--- src/logic/port_pkg.sv ---
// Package of constants and carrier types for the four-port pin block
package port_pkg;
    localparam int PORT_W = 8;
    localparam int PHASES = 12;
    localparam logic [7:0] LATCH_RST = 8'hff;
    // Machine cycle phase numbers (1..12)
    localparam logic [3:0] PH_WRITE = 4'hc;
    localparam logic [3:0] PH_DRIVE = 4'h1;
    localparam logic [3:0] PH_SAMP_LO = 4'h9;
    localparam logic [3:0] PH_SAMP_HI = 4'ha;
    // Port three bit positions
    localparam int P3_RXD = 0;
    localparam int P3_TXD = 1;
    localparam int P3_IRQ0 = 2;
    localparam int P3_IRQ1 = 3;
    localparam int P3_T0 = 4;
    localparam int P3_T1 = 5;
    localparam int P3_WR = 6;
    localparam int P3_RD = 7;
    // Port one bit positions
    localparam int P1_T2 = 0;
    localparam int P1_TIMER2_AUX_IN = 1;
    // Core write request to one port
    typedef struct packed {
        logic we;
        logic [1:0] port;
        logic [7:0] data;
    } port_wr_s;
    // External bus drive from the core
    typedef struct packed {
        logic active;
        logic addr_phase;
        logic [7:0] addr_lo;
        logic [7:0] addr_hi;
        logic [7:0] wdata;
        logic wdata_oe;
        logic wr_n;
        logic rd_n;
    } ext_bus_s;
    // Alternate functions driven onto port three
    typedef struct packed {
        logic txd;
        logic rxd_out;
        logic rxd_oe;
    } p3_alt_out_s;
    // Alternate inputs handed to peripherals
    typedef struct packed {
        logic rxd;
        logic ext_irq_zero;
        logic ext_irq_one;
        logic timer0_count_in;
        logic timer1_count_in;
        logic timer2_count_in;
        logic timer2_aux_in;
    } alt_in_s;
endpackage

--- src/logic/quasi_bidir_port_logic.sv ---
// Four 8-bit port latches, pin output stages and pin samplers
//
// What this block does
// - Port zero pins driven from latch or multiplexed address/data bus during external access.
// - Port two pins driven from latch or upper address byte during external access.
// - During external access port zero and two latches are cut off from the pins; port zero latch set all ones.
// - Port one bit 0 feeds timer two count, bit 1 its auxiliary input.
// - Port three alternate function works only while its latch bit is one.
// - Port three bit 0 is serial receive/data, bit 1 transmit/shift clock.
// - Port three bits 2,3 external interrupts and gates; bits 4,5 timer counts.
// - Port three bits 6,7 carry external write and read strobes.
// - Read-modify-write instructions read the latch, not the pins.
// - Other port reads return the sampled pin levels.
// - Latch writes take effect in phase T12 of the last machine cycle.
// - Output stage copies latch only in phase one, reaching pins next cycle.
// - Inputs sampled in T9 for ports zero, one and T10 for two, three.
// - Latch zero turns on pull-down; one releases it to the pull-up.
// - Reset loads every latch bit with one.
// - Port zero is open drain as I/O; pull-up only during bus access.
`timescale 1ns/10ps
module quasi_bidir_port_logic #(
    parameter int PORT_W = port_pkg::PORT_W
) (
    // Clock and reset
    input wire logic sys_clk_i,
    input wire logic reset_n_i,
    // Core write and read
    input wire port_pkg::port_wr_s wr_i,
    input wire logic [1:0] rd_port_i,
    input wire logic rd_latch_i,
    output logic [PORT_W-1:0] rd_data_o,
    output logic [3:0] phase_o,
    // External bus and alternate functions
    input wire port_pkg::ext_bus_s bus_i,
    input wire port_pkg::p3_alt_out_s p3_alt_i,
    output port_pkg::alt_in_s alt_o,
    output logic [PORT_W-1:0] bus_rdata_o,
    // Pins: output enable low means the pin is pulled low
    input wire logic [PORT_W-1:0] port_zero_i,
    input wire logic [PORT_W-1:0] port_one_i,
    input wire logic [PORT_W-1:0] port_two_i,
    input wire logic [PORT_W-1:0] port_three_i,
    output logic [PORT_W-1:0] port_zero_o,
    output logic [PORT_W-1:0] port_zero_oe_n_o,
    output logic [PORT_W-1:0] port_one_o,
    output logic [PORT_W-1:0] port_one_oe_n_o,
    output logic [PORT_W-1:0] port_two_o,
    output logic [PORT_W-1:0] port_two_oe_n_o,
    output logic [PORT_W-1:0] port_three_o,
    output logic [PORT_W-1:0] port_three_oe_n_o,
    output logic [PORT_W-1:0] pullup_strong_o
);

    // Phase counter
    logic [3:0] phase_ff;
    logic [3:0] nxt_phase;
    // Latches, output stage copies, synchronisers and samples
    logic [PORT_W-1:0] latch_ff [4];
    logic [PORT_W-1:0] nxt_latch [4];
    logic [PORT_W-1:0] stage_ff [4];
    logic [PORT_W-1:0] nxt_stage [4];
    logic [PORT_W-1:0] sync1_ff [4];
    logic [PORT_W-1:0] sync2_ff [4];
    logic [PORT_W-1:0] samp_ff [4];
    logic [PORT_W-1:0] nxt_samp [4];
    logic [PORT_W-1:0] rd_data_ff;
    logic [PORT_W-1:0] nxt_rd_data;
    logic [PORT_W-1:0] pin_in [4];
    logic [PORT_W-1:0] drv [4];
    logic [PORT_W-1:0] p0_oe_n;
    logic [PORT_W-1:0] p3_alt;
    logic [PORT_W-1:0] p3_alt_en;

    assign pin_in[0] = port_zero_i;
    assign pin_in[1] = port_one_i;
    assign pin_in[2] = port_two_i;
    assign pin_in[3] = port_three_i;

    // Phase helper shared by the stage and samplers
    function automatic logic at_phase(input logic [3:0] ph, input logic [3:0] want);
        at_phase = (ph == want);
    endfunction

    always_comb begin
        if (phase_ff == 4'(port_pkg::PHASES)) begin
            nxt_phase = 4'h1;
        end else begin
            nxt_phase = phase_ff + 4'h1;
        end
    end

    always_comb begin
        for (int i = 0; i < 4; i++) begin
            nxt_latch[i] = latch_ff[i];
            nxt_stage[i] = stage_ff[i];
            nxt_samp[i] = samp_ff[i];
            // Core must assert the write only in the instruction's last cycle
            if (wr_i.we && wr_i.port == 2'(i) && at_phase(phase_ff, port_pkg::PH_WRITE)) begin
                nxt_latch[i] = wr_i.data;
            end
            if (at_phase(phase_ff, port_pkg::PH_DRIVE)) begin
                nxt_stage[i] = latch_ff[i];
            end
            // Pins held over one machine cycle are always caught by one sample
            if (at_phase(phase_ff, (i < 2) ? port_pkg::PH_SAMP_LO : port_pkg::PH_SAMP_HI)) begin
                nxt_samp[i] = sync2_ff[i];
            end
        end
        if (bus_i.active) begin
            nxt_latch[0] = port_pkg::LATCH_RST;
            nxt_stage[0] = port_pkg::LATCH_RST;
        end
    end

    always_comb begin
        if (rd_latch_i) begin
            nxt_rd_data = latch_ff[rd_port_i];
        end else begin
            nxt_rd_data = samp_ff[rd_port_i];
        end
    end

    always_ff @(posedge sys_clk_i or negedge reset_n_i) begin
        if (!reset_n_i) begin
            phase_ff <= 4'h1;
            rd_data_ff <= 8'h00;
            for (int i = 0; i < 4; i++) begin
                latch_ff[i] <= port_pkg::LATCH_RST;
                stage_ff[i] <= port_pkg::LATCH_RST;
                sync1_ff[i] <= 8'hff;
                sync2_ff[i] <= 8'hff;
                samp_ff[i] <= 8'hff;
            end
        end else begin
            phase_ff <= nxt_phase;
            rd_data_ff <= nxt_rd_data;
            for (int i = 0; i < 4; i++) begin
                latch_ff[i] <= nxt_latch[i];
                stage_ff[i] <= nxt_stage[i];
                sync1_ff[i] <= pin_in[i];
                sync2_ff[i] <= sync1_ff[i];
                samp_ff[i] <= nxt_samp[i];
            end
        end
    end

    // Port three alternate outputs; a zero latch still pulls the pin low
    always_comb begin
        p3_alt = 8'hff;
        p3_alt_en = 8'h00;
        p3_alt[port_pkg::P3_TXD] = p3_alt_i.txd;
        p3_alt_en[port_pkg::P3_TXD] = 1'b1;
        if (p3_alt_i.rxd_oe) begin
            p3_alt[port_pkg::P3_RXD] = p3_alt_i.rxd_out;
            p3_alt_en[port_pkg::P3_RXD] = 1'b1;
        end
        if (bus_i.active) begin
            p3_alt[port_pkg::P3_WR] = bus_i.wr_n;
            p3_alt[port_pkg::P3_RD] = bus_i.rd_n;
            p3_alt_en[port_pkg::P3_WR] = 1'b1;
            p3_alt_en[port_pkg::P3_RD] = 1'b1;
        end
    end

    always_comb begin
        drv[1] = stage_ff[1];
        drv[3] = stage_ff[3] & (p3_alt | ~p3_alt_en);
        if (bus_i.active) begin
            drv[2] = bus_i.addr_hi;
        end else begin
            drv[2] = stage_ff[2];
        end
        if (bus_i.active && bus_i.addr_phase) begin
            drv[0] = bus_i.addr_lo;
            // A one bit releases the pin, so the enable follows the address bit itself
            p0_oe_n = bus_i.addr_lo;
        end else if (bus_i.active && bus_i.wdata_oe) begin
            drv[0] = bus_i.wdata;
            p0_oe_n = bus_i.wdata;
        end else if (bus_i.active) begin
            drv[0] = 8'hff;
            p0_oe_n = 8'hff;
        end else begin
            drv[0] = stage_ff[0];
            p0_oe_n = stage_ff[0];
        end
    end

    assign port_zero_o = 8'h00;
    assign port_zero_oe_n_o = p0_oe_n;
    assign port_one_o = 8'h00;
    assign port_one_oe_n_o = drv[1];
    assign port_two_o = 8'h00;
    assign port_two_oe_n_o = drv[2];
    assign port_three_o = 8'h00;
    assign port_three_oe_n_o = drv[3];
    // Strong pull-up only for port zero while the bus drives ones
    assign pullup_strong_o = (bus_i.active && (bus_i.addr_phase || bus_i.wdata_oe)) ? drv[0] : 8'h00;

    assign rd_data_o = rd_data_ff;
    assign phase_o = phase_ff;
    assign bus_rdata_o = samp_ff[0];

    // Alternate inputs come from sampled pins
    assign alt_o.rxd = samp_ff[3][port_pkg::P3_RXD];
    assign alt_o.ext_irq_zero = samp_ff[3][port_pkg::P3_IRQ0];
    assign alt_o.ext_irq_one = samp_ff[3][port_pkg::P3_IRQ1];
    assign alt_o.timer0_count_in = samp_ff[3][port_pkg::P3_T0];
    assign alt_o.timer1_count_in = samp_ff[3][port_pkg::P3_T1];
    assign alt_o.timer2_count_in = samp_ff[1][port_pkg::P1_T2];
    assign alt_o.timer2_aux_in = samp_ff[1][port_pkg::P1_TIMER2_AUX_IN];

endmodule // quasi_bidir_port_logic
--- config.mk ---
export PLATFORM = sky130hd
export DESIGN_NAME = quasi_bidir_port_logic
export DESIGN_NICKNAME = d
export VERILOG_FILES = /design/src/logic/port_pkg.sv /design/src/logic/quasi_bidir_port_logic.sv
export SDC_FILE = /design/constraint.sdc
export NUM_CORES = 1
export LEC_CHECK = 0
export ABC_AREA = 1
export BUFFER_PORTS_ARGS = -buffer_cell sky130_fd_sc_hd__buf_2
export CORE_AREA = 5 5 124 126
export CTS_CLUSTER_DIAMETER = 30
export DETAILED_ROUTE_END_ITERATION = 12
export DIE_AREA = 0 0 129 131
export PLACE_DENSITY = 0.81
export SLEW_MARGIN = 0
export SYNTH_ARGS = -nofsm -noshare
export SYNTH_HDL_FRONTEND = slang
export SYNTH_SLANG_ARGS = --single-unit
--- constraint.sdc ---
create_clock -name sys_clk_i -period 2.05 [get_ports sys_clk_i]
set_clock_uncertainty 0.1 [all_clocks]
set_input_delay 0.1025 -clock sys_clk_i [delete_from_list [all_inputs] [get_ports sys_clk_i]]
set_output_delay 0.1025 -clock sys_clk_i [all_outputs]
set_load 0.05 [all_outputs]
== Word-level counts from Yosys, hierarchy flattened ==
Index checks and enable logic that the tools add are counted.

* Register bits: 172
* Bits of input ports: 80
* Output and inout port bits: 99
* Word-level logic and storage cells: 71

* Add/subtract/negate cells: 1
* Order comparisons: 1
* Equality and inequality tests: 7
* Mux-type cells: 21
* Bitwise operators: 4
* Reductions and logical operators: 15

{| class="wikitable"
|+ Operators with widths
! operator !! number
|-
| two-way mux 8 bit || 14
|-
| binary-select mux 8 bit (select 2 bit) || 2
|-
| equality test 4 bit, second input constant || 3
|-
| logical AND 1 bit || 11
|-
| bitwise AND 8 bit || 1
|-
| NOT 8 bit || 1
|-
| bitwise OR 8 bit || 1
|-
| adder 4 x 1 -> 4 bit, second input constant || 1
|-
| equality test 2 bit, second input constant || 2
|-
| equality test 4 x 1 -> 1 bit, second input constant || 1
|-
| two-way mux 2 bit || 2
|-
| two-way mux 4 bit || 1
|-
| nonzero test 2 bit || 2
|-
| >= comparator 3 bit, second input constant || 1
|-
| NOT 2 -> 3 bit || 1
|-
| equality test 2 x 1 -> 1 bit, second input constant || 1
|-
| zero test 2 bit || 1
|-
| two-way mux 1 bit || 2
|-
| logical OR 1 bit || 1
|}

== Logic depth before layout (Yosys ltp) ==
* Word-level depth: 5
* Mapped depth: 8
* Depth with buffers taken out: 7

== Worst setup path after synthesis ==
Ideal clock, no wire load.

* Path type: reg2out
* Start: reg stage_ff[24] (netlist name)
* End: out pullup_strong_o[0]
* Data arrival time: 1780 ps
* Data required time: 1847 ps
* Path slack: 67 ps
* Cell stages (with the launch flop): 5
* Buffers on the path: 0
* Path through: dfstp_2 -> inv_1 -> nand2_1 -> o21ai_0 -> nor3_1

* Longest elaborated chain between the ends: 4

{| class="wikitable"
|+ Ends and longest elaborated chain
! what !! line !! RTL
|-
| start, declared || quasi_bidir_port_logic.sv:60 || <nowiki>logic [PORT_W-1:0] stage_ff [4];</nowiki>
|-
| start signal, assigned by index || quasi_bidir_port_logic.sv:129 || <nowiki>stage_ff[i] <= port_pkg::LATCH_RST;</nowiki>
|-
| start signal, assigned by index || quasi_bidir_port_logic.sv:139 || <nowiki>stage_ff[i] <= nxt_stage[i];</nowiki>
|-
| two-way mux 8 bit || quasi_bidir_port_logic.sv:180 || <nowiki>end else if (bus_i.active) begin</nowiki>
|-
| two-way mux 8 bit || quasi_bidir_port_logic.sv:177 || <nowiki>end else if (bus_i.active && bus_i.wdata_oe) begin</nowiki>
|-
| two-way mux 8 bit || quasi_bidir_port_logic.sv:173 || <nowiki>if (bus_i.active && bus_i.addr_phase) begin</nowiki>
|-
| two-way mux 8 bit || quasi_bidir_port_logic.sv:198 || <nowiki>assign pullup_strong_o = (bus_i.active && (bus_i.addr_phase || bus_i.wdata_oe)) ? drv[0] : 8'h00;</nowiki>
|-
| end, declared || quasi_bidir_port_logic.sv:51 || <nowiki>output logic [PORT_W-1:0] pullup_strong_o</nowiki>
|}

No other way between the ends.

== Worst setup path in the final report ==
* Start: reg stage_ff[26] (netlist name)
* End: out pullup_strong_o[2]

Same word-level chain as after synthesis.

==> out/metrics.cfg <==
[status]
status=completed

[final_layout]
layout_common_cells=207 x nand2_1, 161 x dfstp_2, 145 x buf_2, 91 x inv_1, 66 x o21ai_0
fillCellCount=1160
finalInstanceArea_um2=9080
nNetsFinal=1037
diodes=0
fin_cells=1149
final_common_cell=nand2_1
area_delta_synth_final_pct=21.5
finish.utilization=0.640
layout-drive-gt1-share=0.378

[pwr]
powerDensity_nw_per_um2=901
leakage_nw=4.42
ir_drop_mv=0.801

[clock_network]
clk_latency_ns=0.42
cts.sinks=172
root_buffer=clkbuf_16
cts_inserted_buffers=17
cts_max_path_buffers=2
path_clk_slew_ns=0.06
h-tree-depth=4
cts_tree=yes

[setup_path]
critPathKind=flop to primary output
crit_path_start=stage_ff[26]
setup.worst_path.end_class=primary output
cp_max_fo=2
crit_arrival_ns=1.68
reg2reg_from=phase_o[1]
critical_path_required_ns=1.85
worst_setup_path_start_kind=flop

[synthesis]
netlist_top_cells_area=dfstp_2 57%, nand2_1 10%, buf_4 6.0%
syn_avg_cell_area_um2=9.39
yosys_register_bits=172
syn_inst=796
syn-cell-area_um2=7470
yosysUniqueCellTypes=27
ys_seq_area_frac=0.603
yosysWarnings=0
yosysTopAreaCell=dfstp_2
synth_top_area_frac=0.566

[global_route]
track_usage=0.197
grt_pass1_wl_um=25500
grt-ovfl-total=0
grt_max_degree=75
grt_pass1_vias=5304
antenna_found_initial=0

[route]
post_drt_wl_per_cell_um=14.0
drt_iter0_markers=299
route.detailed.drc=0
via_per_inst=4.73
antenna_left=0
drt_first_pass_iters=5
vias=5435
routed_wl_um=16100

[sta]
max_freq_mhz=530
setup_ws_ns=0.164
worst_pin_slew_ns=1.02
fin_crit_ns=1.89
rsz0062_at_grt=no
hold_viol_final=0
drv_slew=0
tns_ns=0
setup_viol=0
finalCritPeriodShare=0.920
slew_headroom=0.316

[placed_design]
port_buffers=146
place_inst=1075
pre_cts_slack_ns=0.198
gp_congestion=0.838
hpwl_um=11200
placed_area_um2=8060

[floorplan]
die_y_um=131
fp.dieW_um=129
initial_utilization=0.526
die_area_um2=16900
fp.coreArea_um2=14200
rows=44
io-pin-count=179

[hold_path]
hp-class=input pin to flop
hold_start=wr_i[10]

[flow_run]
cap_viol_max_count=0

[flip-flops by register name (all words and copies together), names as in the netlist]
register / count
sync2_ff: 32
bus_rdata_o: 8
alt_o: 7
rd_data_o: 8
port_one_oe_n_o: 8
samp_ff: 17
stage_ff: 24
phase_o: 4
sync1_ff: 32
latch_ff: 32
[final timing paths]
kind / endpoint / depth (start not counted) / slack, ns
max: pullup_strong_o[2] / 5 / 0.16
min: latch_ff[25] / 5 / 0.03
max reg2reg: latch_ff[30] / 6 / 0.34
min in group asynchronous: rd_data_o[1] / 2 / 0.12
max in group asynchronous: sync2_ff[7] / 3 / 0.99
min reg2reg: sync2_ff[14] / 0 / 0.25
[worst max-delay path, cell delays in order (launching register included)]
cell and delay [ns]:
dfstp_2 0.51, inv_1 0.03, nand2_1 0.08, o21ai_0 0.14
nor3_1 0.20, buf_2 0.30
[report_power, final]
group / internal (W) / total [W] / switching, W
combinational: 0.000306 / 0.00119 / 0.000881
sequential: 0.00375 / 0.00383 / 0.0000801
clock: 0.00193 / 0.00317 / 0.00124
[cell families (layout without fill, tap and decap cells)]
logic type | Yosys count | after routing | synth area share
DFF | 172 | 172 | 0.603
xor gates and xnor gates | 1 | 1 | 0.00117
AOI/OAI and AO/OA | 117 | 117 | 0.0869
adders and majority gates | 4 | 4 | 0.00670
and+or+nand+nor | 319 | 319 | 0.175
other | 1 | 32 | 0.000502
buffers and inverters | 182 | 320 | 0.126
[metal layers]
metal	vias to the layer above	track usage	share of wire
met3	46	0.0463	0.059
met2	166	0.326	0.50
met1	2528	0.242	0.40
met4	0	0.0988	0.036
li1	2695	-	-
met5	-	0	0
[synthesized netlist by cell type, drive strengths merged]
| cell | instances |
|---|---|
| o21ai | 82 |
| nor3 | 16 |
| inv | 91 |
| dfstp | 161 |
| a21oi | 32 |
| dfrtp | 11 |
| a21boi | 1 |
| buf | 81 |
| clkinv | 1 |
| ha | 4 |
| nand3b | 1 |
| nand2 | 208 |
| clkbuf | 9 |
| conb | 1 |
| xnor2 | 1 |
| o21a | 2 |
| nor2 | 54 |
| nand3 | 40 |
[area by class of cell]
cell class              count  area, um^2  share of cell area
flip-flops and latches    172        4510               0.496
inverters                  92         349              0.0384
clock buffers              23         488              0.0537
multi-input cells         473        2140               0.236
well taps                 184         230              0.0253
clock inverters             8         106              0.0117
repair buffers            197        1260               0.139
[through the flow]
stage | total power (W) | hold slack [ns]
after floorplan | 0.00473 | -0.293
after global placement | 0.00497 | -0.00819
after detailed placement | 0.00500 | -0.00815
after CTS | 0.00826 | 0.00763
after global routing | 0.00855 | 0.0502
final | 0.00818 | 0.0306
[repair_timing]
action                     CTS  global route
gates resized for setup      0             1
hold buffers                43             0
hold endpoints to repair   134             0
setup buffers                0             0
setup endpoints to repair    0             5
Note: power is estimated with default switching activity, not from simulation.
